--- src/hdl/efs_pkg.sv ---
package efs_pkg;
    // register map
    localparam logic [6:0]  HALT_PARAMS_ADDR = 7'h4E;
    localparam int          HALT_DECEL_LSB   = 0;
    localparam int          HALT_DECEL_W     = 24;
    localparam int          HALT_SCALE_LSB   = 24;
    localparam int          HALT_SCALE_W     = 8;
    localparam logic [31:0] HALT_PARAMS_RST  = 32'h0000_0000;
    // event flag word
    localparam int          HALT_EVENT_BIT   = 10;
    localparam int          EVENT_W          = 32;
    // input filter length in samples
    localparam int          FILT_SAMPLES     = 3;
    // velocity width
    localparam int          VEL_W            = 32;
    localparam int          SCALE_W          = 8;
    // ramp states
    typedef enum logic [1:0] {
        EFS_RUN,
        EFS_DECEL,
        EFS_STOPPED
    } efs_state_t;
endpackage : efs_pkg

--- src/hdl/efs_filter.sv ---
`timescale 1ns/1ns
// ------------------------------------------------------------
// input synchroniser and glitch filter
// ------------------------------------------------------------
module efs_filter
    import efs_pkg::*;
#(
    parameter int SAMPLES = FILT_SAMPLES
) (
    input  wire logic clk,       // system clock
    input  wire logic rst,       // async reset, high
    input  wire logic pin_n,     // raw pin, low active
    output logic      level_n    // filtered level
);
    logic               meta_q;
    logic               sync_q;
    logic [SAMPLES-1:0] hist_q;

    // two-stage synchroniser, idles high
    always_ff @(posedge clk or posedge rst) begin
        if (rst) begin
            meta_q <= 1'b1;
            sync_q <= 1'b1;
        end else begin
            meta_q <= pin_n;
            sync_q <= meta_q;
        end
    end

    // shift history of synchronised samples
    always_ff @(posedge clk or posedge rst) begin
        if (rst) begin
            hist_q <= '1;
        end else begin
            hist_q <= {hist_q[SAMPLES-2:0], sync_q};
        end
    end

    // equal samples required
    // level only moves once all samples agree
    always_ff @(posedge clk or posedge rst) begin
        if (rst) begin
            level_n <= 1'b1;
        end else if (hist_q == '0) begin
            level_n <= 1'b0;
        end else if (hist_q == '1) begin
            level_n <= 1'b1;
        end
    end
endmodule : efs_filter

--- src/hdl/efs_top.sv ---
`timescale 1ns/1ns
// Functional notes
// - falling halt input stops ramp at once
// - halt sets sticky event bit 10
// - input needs three equal samples
// - input polarity fixed active low
// - halt register holds decel and scale
// - halt register written once before ramp
// - halt register always readable
// - zero decel hard stop, else linear
// - decel is raw per-cycle velocity step
// - nonzero scale applies, zero keeps last
// - halt scale applied like normal scale
module efs_top
    import efs_pkg::*;
(
    input  wire logic               clk,           // system clock 25 MHz
    input  wire logic               rst,           // async reset, high
    input  wire logic               halt_input_n,  // safety pin, low active
    input  wire logic               wr_en,         // host register write strobe
    input  wire logic [6:0]         wr_addr,       // host write address
    input  wire logic [31:0]        wr_data,       // host write data
    input  wire logic [6:0]         rd_addr,       // host read address
    output logic      [31:0]        rd_data,       // read data
    input  wire logic               ramp_start,    // ramp generator start pulse
    input  wire logic signed [VEL_W-1:0] ramp_vel, // velocity from ramp generator
    input  wire logic [SCALE_W-1:0] norm_scale,    // normal scaling value
    output logic signed [VEL_W-1:0] vel_out,       // velocity actually applied
    output logic [SCALE_W-1:0]      scale_out,     // active current scale
    output logic                    ramp_block,    // ramp generator must hold
    output logic [EVENT_W-1:0]      event_flag_word // sticky event_flag_word
);
    logic                    halt_lvl_n;
    logic                    halt_lvl_d1_q;
    logic                    halt_fall;
    logic [31:0]             halt_params_q;
    logic                    halt_locked_q;
    logic                    ramp_seen_q;
    logic                    halted_event_q;
    efs_state_t              state_q;
    logic signed [VEL_W-1:0] vel_q;
    logic [SCALE_W-1:0]      scale_q;
    logic [HALT_DECEL_W-1:0] halt_decel;
    logic [HALT_SCALE_W-1:0] halt_scale;
    logic signed [VEL_W-1:0] step;

    assign halt_decel = halt_params_q[HALT_DECEL_LSB +: HALT_DECEL_W];
    assign halt_scale = halt_params_q[HALT_SCALE_LSB +: HALT_SCALE_W];
    assign step       = VEL_W'(signed'({1'b0, halt_decel}));

    // ------------------------------------------------------------
    // input filtering
    // ------------------------------------------------------------
    // no inversion option
    efs_filter #(.SAMPLES(FILT_SAMPLES)) u_filt (
        .clk     (clk),
        .rst     (rst),
        .pin_n   (halt_input_n),
        .level_n (halt_lvl_n)
    );

    // edge detect on the filtered level only
    always_ff @(posedge clk or posedge rst) begin
        if (rst) begin
            halt_lvl_d1_q <= 1'b1;
        end else begin
            halt_lvl_d1_q <= halt_lvl_n;
        end
    end
    assign halt_fall = halt_lvl_d1_q & ~halt_lvl_n;

    // ------------------------------------------------------------
    // halt parameter register
    // ------------------------------------------------------------
    // track whether any ramp started since reset
    always_ff @(posedge clk or posedge rst) begin
        if (rst) begin
            ramp_seen_q <= 1'b0;
        end else if (ramp_start) begin
            ramp_seen_q <= 1'b1;
        end
    end

    // single write before ramp start
    // locking protects against corrupted host traffic after setup
    always_ff @(posedge clk or posedge rst) begin
        if (rst) begin
            halt_params_q <= HALT_PARAMS_RST;
            halt_locked_q <= 1'b0;
        end else if (wr_en && wr_addr == HALT_PARAMS_ADDR) begin
            halt_locked_q <= 1'b1;
            if (!halt_locked_q && !ramp_seen_q && !ramp_start) begin
                halt_params_q <= wr_data;
            end
        end
    end

    always_comb begin
        rd_data = 32'h0000_0000;
        if (rd_addr == HALT_PARAMS_ADDR) begin
            rd_data = halt_params_q;
        end
    end

    // ------------------------------------------------------------
    // event and stop state
    // ------------------------------------------------------------
    // sticky until reset
    always_ff @(posedge clk or posedge rst) begin
        if (rst) begin
            halted_event_q <= 1'b0;
        end else if (halt_fall) begin
            halted_event_q <= 1'b1;
        end
    end

    always_comb begin
        event_flag_word                 = '0;
        event_flag_word[HALT_EVENT_BIT] = halted_event_q;
    end

    always_ff @(posedge clk or posedge rst) begin
        if (rst) begin
            state_q <= EFS_RUN;
        end else begin
            case (state_q)
                EFS_RUN: begin
                    if (halt_fall) begin
                        state_q <= (halt_decel == '0) ? EFS_STOPPED : EFS_DECEL;
                    end
                end
                EFS_DECEL: begin
                    if (vel_q == '0) begin
                        state_q <= EFS_STOPPED;
                    end
                end
                EFS_STOPPED: state_q <= EFS_STOPPED;
                default:     state_q <= EFS_STOPPED;
            endcase
        end
    end

    // raw step per clock, no unit scaling
    // magnitude clamps at zero so direction never reverses
    always_ff @(posedge clk or posedge rst) begin
        if (rst) begin
            vel_q <= '0;
        end else begin
            case (state_q)
                EFS_RUN: begin
                    if (halt_fall && halt_decel == '0) begin
                        vel_q <= '0;
                    end else begin
                        vel_q <= ramp_vel;
                    end
                end
                EFS_DECEL: begin
                    if (vel_q > step) begin
                        vel_q <= vel_q - step;
                    end else if (vel_q < -step) begin
                        vel_q <= vel_q + step;
                    end else begin
                        vel_q <= '0;
                    end
                end
                default: vel_q <= '0;
            endcase
        end
    end
    assign vel_out = vel_q;

    assign ramp_block = halted_event_q;

    // ------------------------------------------------------------
    // current scale selection
    // ------------------------------------------------------------
    // zero keeps the last pre-halt value
    // output feeds the same scaling path
    always_ff @(posedge clk or posedge rst) begin
        if (rst) begin
            scale_q <= '0;
        end else if (!halted_event_q && !halt_fall) begin
            scale_q <= norm_scale;
        end else if (halt_scale != '0) begin
            scale_q <= halt_scale;
        end
    end
    assign scale_out = scale_q;
endmodule : efs_top

--- config.mk ---
export PLATFORM = sky130hd
export DESIGN_NAME = efs_top
export DESIGN_NICKNAME = d
export VERILOG_FILES = /design/src/hdl/efs_pkg.sv /design/src/hdl/efs_filter.sv /design/src/hdl/efs_top.sv
export SDC_FILE = /design/constraint.sdc
export NUM_CORES = 1
export LEC_CHECK = 0
export ABC_AREA = 1
export BUFFER_PORTS_ARGS = -buffer_cell sky130_fd_sc_hd__buf_2
export CORE_MARGIN = 5
export CORE_UTILIZATION = 36
export CTS_CLUSTER_SIZE = 25
export DETAILED_ROUTE_END_ITERATION = 10
export GPL_TIMING_DRIVEN = 0
export PLACE_DENSITY = 0.62
export SLEW_MARGIN = 20
export SYNTH_ARGS = -nofsm -noshare
export SYNTH_HDL_FRONTEND = slang
export SYNTH_HIERARCHICAL = 1
export SYNTH_SLANG_ARGS = --single-unit
--- constraint.sdc ---
create_clock -name clk -period 9.1 [get_ports clk]
set_clock_uncertainty 0.05 [all_clocks]
set_input_delay 1.365 -clock clk [delete_from_list [all_inputs] [get_ports clk]]
set_output_delay 1.365 -clock clk [all_outputs]
set_load 0.02 [all_outputs]
* After elaboration in Yosys (flattened, before gate mapping) *
Cells that the tools add are included.

word-level totals
  register bits = 84
  bits of input ports = 91
  output and inout port bits = 105
  logic and storage cells = 57

cells by class
  add/sub/neg operators = 3
  $lt $le $gt $ge = 2
  equality and inequality tests = 6
  muxes and demuxes = 13
  bitwise logic cells = 2
  reductions and logical operators = 19

operators with widths
  kind                  count
  $mux W32              4
  $pmux W32 S2          1
  $add A32 B25 Y32      1
  $gt A32 B25 Y1        1
  $logic_not A32 Y1     1
  $lt A32 B32 Y1        1
  $neg A24 Y32          1
  $sub A32 B25 Y32      1
  $logic_not A24 Y1     1
  $mux W8               2
  $eq A7 B7 Y1 const B  2
  $reduce_bool A8 Y1    1
  $mux W2               3
  $logic_and A1 B1 Y1   5
  $logic_not A1 Y1      5
  $ne A2 B2 Y1 const B  2
  $pmux W2 S2           1
  $reduce_and A2 Y1     2
  $reduce_bool A2 Y1    2
  $eq A3 B3 Y1 const B  1
  $logic_not A3 Y1      1
  $eq A2 B1 Y1 const B  1
  $logic_not A2 Y1      1
  $mux W1               2
  other kinds (2)       2

* Logic depth before layout (Yosys ltp) *
Gate-level depths: netlist of run 1.

  word-level depth = 5
  depth in mapped cells = 28
  depth with buffers taken out = 27

* Cells and area by module *
Netlist of run 1, hierarchy kept.

modules (own cells, without submodules)
  module      times used  cells each  area an instance (sq um)  seq. area each (sq um)
  efs_top     1           1467        9197.6                    1953.1
  efs_filter  1           15          192.7                     157.7

* Worst setup path after synthesis of run 1 *
No wires, ideal clock.

  path type = input-to-output
  from = input port rd_addr[3]
  to = output port rd_data[10]
  arrival = 2.227 ns
  required time = 7.685 ns
  slack = 5.458 ns
  stages = 5
  path buffers = 1
  cell sequence = nand2_1 > nor3b_1 > nand3_1 > clkbuf_1 > nor2_1

between the ends
  cells in the longest elaborated chain, start to end = 2

RTL lines
  item          RTL line        RTL
  from (decl)   efs_top.sv:23   input wire logic [6:0] rd_addr,
  $eq A7 B7 Y1  efs_top.sv:100  if (rd_addr == HALT_PARAMS_ADDR) begin
  $mux W32      efs_top.sv:100
  to (decl)     efs_top.sv:24   output logic [31:0] rd_data,

No other way between the ends.

* Final worst setup path of run 1 *
  from = register halt_params_q[1]
  to = register vel_q[15] (netlist: vel_out[15])

between the ends
  cells in the longest elaborated chain, start to end = 5
  elaborated cells between the ends (all ways) = 11
  those cells by class = add/sub (3); order compare (2); mux (4); reduce/logical (2)

RTL lines
  item                    RTL line        RTL
  from (decl)             efs_top.sv:36   logic [31:0] halt_params_q;
  from (signal assigned)  efs_top.sv:93   halt_params_q <= wr_data;
  $neg A24 Y32            efs_top.sv:160  end else if (vel_q < -step) begin
  $lt A32 B32 Y1          efs_top.sv:160
  $mux W32                efs_top.sv:160
  $mux W32                efs_top.sv:158  if (vel_q > step) begin
  $pmux W32 S2 *          efs_top.sv:149  case (state_q)
  to (signal assigned)    efs_top.sv:154  vel_q <= ramp_vel;
  to (signal assigned)    efs_top.sv:159  vel_q <= vel_q - step;
  to (signal assigned)    efs_top.sv:161  vel_q <= vel_q + step;
  to (decl)               efs_top.sv:41   logic signed [VEL_W-1:0] vel_q;

Every way passes the cells marked *; elsewhere a longest branch is shown, timed or not.
A chain may end at the register's enable or synchronous reset.

==> results of run 1 <==
==> kinds of logic (layout without fill, tap and decap cells) <==
kind of cell / after synthesis / in the layout / synth area share
other cells: 1 / 31 / 0.000399
compound gates: 133 / 133 / 0.0781
simple gates: 825 / 825 / 0.374
mux: 32 / 32 / 0.0384
flops: 84 / 84 / 0.225
xor+xnor: 49 / 49 / 0.0457
buf+inv: 276 / 457 / 0.128
fa+ha+maj: 82 / 82 / 0.111
==> per-layer routing <==
layer	global-route usage	up-vias	wire (µm)
met1	0.331	4643	15900
met3	0.0310	67	2510
met4	0.0847	0	1210
met2	0.400	401	16300
met5	0	-	0
li1	-	5053	-
==> cell usage after synthesis, types with 7 or more instances <==
cell      count
clkbuf_1     12
nand4_1      25
nor3_1       18
nor2_1      173
nand2_2       8
nor4_1       10
o21ai_2      10
buf_4        33
inv_1       199
buf_2        19
mux2_2       32
xor2_1       46
dfstp_2       7
o21ai_0      33
nand2_1     432
dfrtp_1      77
inv_2         7
a21oi_1      67
nand3_1     127
ha_1         80
o21ai_1      11
==> placed cells by master, fill, tap and decap left out, types with 8 or more instances in the layout <==
cell | Yosys | layout
nand4_1 | 25 | 25
dfrtp_1 | 77 | 77
a21oi_1 | 67 | 67
o21ai_0 | 33 | 33
nand3_1 | 127 | 127
nor3_1 | 18 | 18
buf_2 | 19 | 183
xor2_1 | 46 | 46
o21ai_2 | 10 | 10
nor2_1 | 173 | 173
conb_1 | 1 | 31
nand2_1 | 432 | 432
ha_1 | 80 | 80
mux2_2 | 32 | 32
clkbuf_1 | 12 | 12
clkbuf_16 | 0 | 9
nor4_1 | 10 | 10
nand2_2 | 8 | 8
inv_1 | 199 | 198
o21ai_1 | 11 | 11
buf_4 | 33 | 33
==> state kept, by name, summed over array words and instances (netlist names) <==
register,cells
u_filt/sync_q,1
scale_out,8
halt_locked_q,1
halt_params_q,32
u_filt/meta_q,1
ramp_block,1
ramp_seen_q,1
u_filt/level_n,1
state_q,2
u_filt/hist_q,3
vel_out,32
halt_lvl_d1_q,1
==> area by class of cell <==
class / instances / area (µm²)
flip-flops and latches: 84 / 2110
well taps: 335 / 419
plain buffers: 69 / 422
inverters: 207 / 782
clock buffers: 10 / 239
clock inverters: 6 / 70.1
fillers: 2828 / 14800
repair buffers: 165 / 841
multi-input cells: 1152 / 6190
==> per-stage QoR <==
| step | power [mW] | utilization |
|---|---|---|
| after floorplan | 0.552 | - |
| after global placement | 0.637 | 0.416 |
| after detailed placement | 0.640 | 0.417 |
| after CTS | 1.04 | 0.429 |
| after global routing | 1.08 | 0.429 |
| final | 1.04 | 0.429 |
==> final timing paths <==
check | slack (ns) | start | to
setup / recovery | 4.38 | halt_params_q[1] | vel_out[15]
hold / removal | 0.31 | u_filt/sync_q | u_filt/hist_q[0]
setup reg to reg | 4.38 | halt_params_q[1] | vel_out[15]
hold reg to reg | 0.31 | u_filt/sync_q | u_filt/hist_q[0]
max in group asynchronous | 7.35 | rst | halt_lvl_d1_q
min in group asynchronous | 1.00 | rst | halt_params_q[31]
==> power by group <==
| part | switching, mW | internal, mW | leakage (nW) |
|---|---|---|---|
| clock network | 0.179 | 0.224 | 0.154 |
| registers | 0.0136 | 0.397 | 1.12 |
| logic | 0.149 | 0.0736 | 5.46 |
| total | 0.342 | 0.694 | 6.73 |
==> critical path, delay by kind of cell (launching register included) <==
| family | cells | cell delay, ns |
|---|---|---|
| buffers and inverters | 2 | 0.75 |
| DFF | 1 | 0.48 |
| adders and majority gates | 2 | 0.48 |
| AOI/OAI and AO/OA | 2 | 0.27 |
| and+or+nand+nor | 19 | 2.58 |
==> impl_metrics.toml, run 1 <==
[run_status]
status = "completed"

[cts]
cts_hold_buf = 0
cts_buffers = 9
post-cts-setup-buffer-count = 0
cts.sinks = 84
clock_path_buffers = 2
cts_resized = 0
cts.clk_slew.worst_paths_ns = 0.07
cts_root_buf = "clkbuf_16"
htreeDepth = 3
clk-insertion-delay-late_ns = 0.36
cts_tree = "yes"

[synth]
synth_edf_count = 0
syn-cell-area_um2 = 9390
synth_ff_type = "dfrtp_1"
syn_area_per_cell_um2 = 6.34
ys_seq_area_frac = 0.225
yosysTopAreaCellShare = 0.205
synthArstFlopShare = 1.00
synth_seq_cells = 84
synth_cells = 1482
yosys.area.top_type = "dfrtp_1"
synth_warnings = 6
ys_types = 41
yosys-top-cells-area = "dfrtp_1 (21%), nand2_1 (17%), ha_1 (11%)"

[cells_and_area]
drive_gt1_frac = 0.188
stdcell_count = 2028
insertedDiodeCount = 0
fin_nets = 1861
areaGrowthSynthToFinish_pct = 17.9
fin_area_um2 = 11100

[detailed_routing]
drt-initial-drc-count = 679
wl_per_cell_um = 17.7
vias = 10164
drc = 0
dr.pass1.iters = 7
drtAntennaViolNets = 0
post_drt_via_cell_ratio = 5.01
wirelength_um = 35900

[floorplanning]
die-height_um = 172
rows = 59
io_pins = 196
design.core.area_um2 = 25800
dieArea_um2 = 29400
die_x_um = 172
initial_core_util = 0.363

[global_route]
antenna_found_initial = 0
grt_first_pass_wirelength_um = 55200
grt_use_total = 0.244
grt_max_degree = 42
first_global_vias = 9932
grt_overflow = 0

[place]
placed_area_um2 = 10800
place_inst = 2012
gp_congestion = 0.942
portBuffers = 164
dpl_worst_slack_ns = 4.46
dpl.hpwl_um = 29900

[sta]
setup_viol = 0
fin_hold_ws_ns = 0.312
hold_violations = 0
timing.final.ws_setup_ns = 4.38
max_slew.worst_pin.slew_ns = 0.905
post-route-period-util = 0.519
slew_violations = 0
slew_headroom = 0.394
period_needed_ns = 4.72
rsz0062_at_grt = "false"
fin_tns_setup_ns = 0
fmax_ghz = 0.212

[power]
irDropWorstVdd_uv = 104
p_per_area_nw_per_um2 = 93.5
p_leak_nw = 6.73

[critical_path]
crit_path_end_kind = "register"
worst_ep_arrival_time_ns = 4.94
crit_required_ns = 9.32
max_stage_delay_ns = 0.54
cp_slowest_cell = "clkbuf_1"
crit_top_cell = "nand2_1"
path_class = "reg2reg"
rr_worst_depth = 25
worstSetupStartpointType = "register"
crit_fanout = 10

[worst_hold_path]
holdPathStages = 0
min_path_type = "reg2reg"

[job]
maxCapViolCount = 0
No activity file was read; power rests on OpenSTA's default activity.
==> run 2: changes to the inputs <==
--- a/config.mk
+++ b/config.mk
@@ -12,7 +12,7 @@
 export CTS_CLUSTER_SIZE = 25
 export DETAILED_ROUTE_END_ITERATION = 10
 export GPL_TIMING_DRIVEN = 0
-export PLACE_DENSITY = 0.62
+export PLACE_DENSITY = 0.65
 export SLEW_MARGIN = 20
 export SYNTH_ARGS = -nofsm -noshare
 export SYNTH_HDL_FRONTEND = slang
==> constraint.sdc (replaced) <==
create_clock -name clk -period 4.1 [get_ports clk]
set_clock_uncertainty 0.05 [all_clocks]
set_input_delay 0.615 -clock clk [delete_from_list [all_inputs] [get_ports clk]]
set_output_delay 0.615 -clock clk [all_outputs]
set_load 0.02 [all_outputs]
==> run 2 against run 1 <==
Sequential cell count is the same. Clock power grew 110%. Final cell count grew 0.64%. Design area grew 1.9%. Die area unchanged. Combinational power rose to 2.6 times the previous value. Hold slack worse by 0.035 ns. Register-to-register slack got worse by 4.2 ns. Critical path type unchanged. Critical endpoint unchanged. Highest routed layer unchanged.
==> impl_metrics.toml, run 2 (synthesis gave the netlist of run 1 again) <==
[critical_path]
worstSetupStartpointType = "register"
rrSetupSlack_ns = 0.16
crit_fanout = 5
worst_ep_arrival_time_ns = 4.16
r2r_end = "vel_out[15]"
path_class = "reg2reg"
crit_required_ns = 4.32
rr_worst_depth = 27
crit_path_end_kind = "register"
r2r_start = "halt_params_q[1]"

[detailed_routing]
drtAntennaViolNets = 0
top_layer = "met4"
wirelength_um = 36600
wl_met1_um = 15900
wl_met3_um = 2750
wl_met2_um = 16800
vias = 10245
wl_per_cell_um = 17.9
dr.pass1.iters = 5
drc = 0
drt-initial-drc-count = 750
post_drt_via_cell_ratio = 5.02

[cts]
htreeDepth = 3
clock_path_buffers = 2
cts_root_buf = "clkbuf_16"
cts.clk_slew.worst_paths_ns = 0.08
cts.sinks = 84
cts_tree = "yes"
cts_buffers = 9
clk-insertion-delay-late_ns = 0.36
cts_hold_buf = 0

[global_route]
grt_overflow = 0
grt_max_degree = 42
grt_first_pass_wirelength_um = 55300
first_global_vias = 9830
grt_use_total = 0.245
antenna_found_initial = 0

[cells_and_area]
final_cell_mix = "nand2_1 (426), inv_1 (197), buf_2 (183)"
insertedDiodeCount = 0
fin_area_um2 = 11300
layout_commonest_cell = "nand2_1"
drive_gt1_frac = 0.207
fin_nets = 1874
areaGrowthSynthToFinish_pct = 20.2

[floorplanning]
initial_core_util = 0.363
dieArea_um2 = 29400
die-height_um = 172
io_pins = 196
rows = 59
die_x_um = 172
design.core.area_um2 = 25800

[power]
finalPower_mw = 2.33
p_per_area_nw_per_um2 = 206
irDropWorstVdd_uv = 243
p_int_mw = 1.53
p_sw_mw = 0.801
p_leak_nw = 6.85
netSwitchingFraction = 0.344
power_frac_seq = 0.391
clockPowerShare = 0.362
combPwrFrac = 0.246

[place]
gp_congestion = 0.953
dpl.hpwl_um = 30100
portBuffers = 164
placed_area_um2 = 10800

[sta]
fin_hold_ws_ns = 0.278
post-route-period-util = 0.961
max_slew.worst_pin.slew_ns = 0.900
fmax_ghz = 0.254
period_needed_ns = 3.94
fin_tns_setup_ns = 0
hold_violations = 0
setup_viol = 0
slew_headroom = 0.398
slew_violations = 0

[job]
maxCapViolCount = 0

[worst_hold_path]
min_path_type = "in2async"

[run_status]
status = "completed"
[run 2: cell count changes in the layout (fill, tap and decap cells not counted), moves of 3 or more]
cell | before | now
buf_4 | 33 | 45
nand2_1 | 432 | 426
nand2_2 | 8 | 12
nand3_1 | 127 | 121
nand3_2 | 0 | 6
nor2_1 | 173 | 170
nor2_4 | 0 | 3
nor3_2 | 4 | 0
nor3_4 | 0 | 4
[run 2: worst max path at each step]
stage | start | to | slack, ns
6_report | halt_params_q[1] | vel_out[15] | 0.16
3_3_place_gp | halt_params_q[1] | vel_out[15] | -0.66
4_1_cts | halt_params_q[1] | vel_out[15] | 0.0003
3_5_place_dp | halt_params_q[1] | vel_out[15] | -0.64
5_1_grt | halt_params_q[1] | vel_out[15] | -0.005
2_1_floorplan | halt_params_q[1] | vel_out[30] | 0.64
[run 2: layer usage]
metal,vias to the layer above,global-route usage
li1,5084,-
met1,4684,0.331
met2,424,0.402
met3,53,0.0400
met4,0,0.0765
met5,-,0
[run 2: cell type report]
class,count,area [µm²]
multi-input cells,1152,6300
clock inverters,6,51.3
plain buffers,69,433
fillers,2793,14600
clock buffers,10,239
inverters,207,785
repair buffers,178,942
well taps,335,419
flip-flops and latches,84,2110
[run 2: worst max-delay path, stage by stage, from the launching register on]
cell     delay, ns
dfrtp_2       0.46
inv_4         0.11
ha_2          0.20
nand3_2       0.12
nor2_4        0.12
nand2_2       0.10
nor2_4        0.14
nand2_2       0.09
nor3_4        0.19
nand3_2       0.15
nor2_4        0.15
inv_1         0.07
o21ai_1       0.11
nand2_1       0.07
ha_1          0.27
nand2_1       0.06
nor2_2        0.11
nand4_1       0.19
nor3b_2       0.20
nand2_1       0.10
nand2_1       0.09
nand2_2       0.10
nand2_4       0.12
buf_8         0.14
nand2_1       0.05
nand2_1       0.06
nand3_1       0.09
nand2_2       0.14
[run 2: repair_timing]
action	4_1_cts	5_1_grt
gates cloned	1	0
pin swaps	11	11
gates resized for setup	24	13
endpoints found under the setup margin	32	32
buffers inserted	6	6
[run 2: through the flow]
step	std cells	util	setup slack, ns
floorplan	1512	-	0.644
global placement	2011	0.416	-0.655
detailed placement	2012	0.417	-0.642
CTS	2035	0.433	0.000314
global route	2041	0.437	-0.00471
finish	2041	0.437	0.158
[run 2: power groups by stage]
| stage | logic [mW] | clock network, mW | registers, mW |
|---|---|---|---|
| after global routing | 0.616 | 0.892 | 0.916 |
| final | 0.574 | 0.844 | 0.912 |
| after global placement | 0.488 | 0 | 0.927 |
| after floorplan | 0.256 | 0 | 0.970 |
| after detailed placement | 0.497 | 0 | 0.922 |
| after CTS | 0.531 | 0.865 | 0.911 |
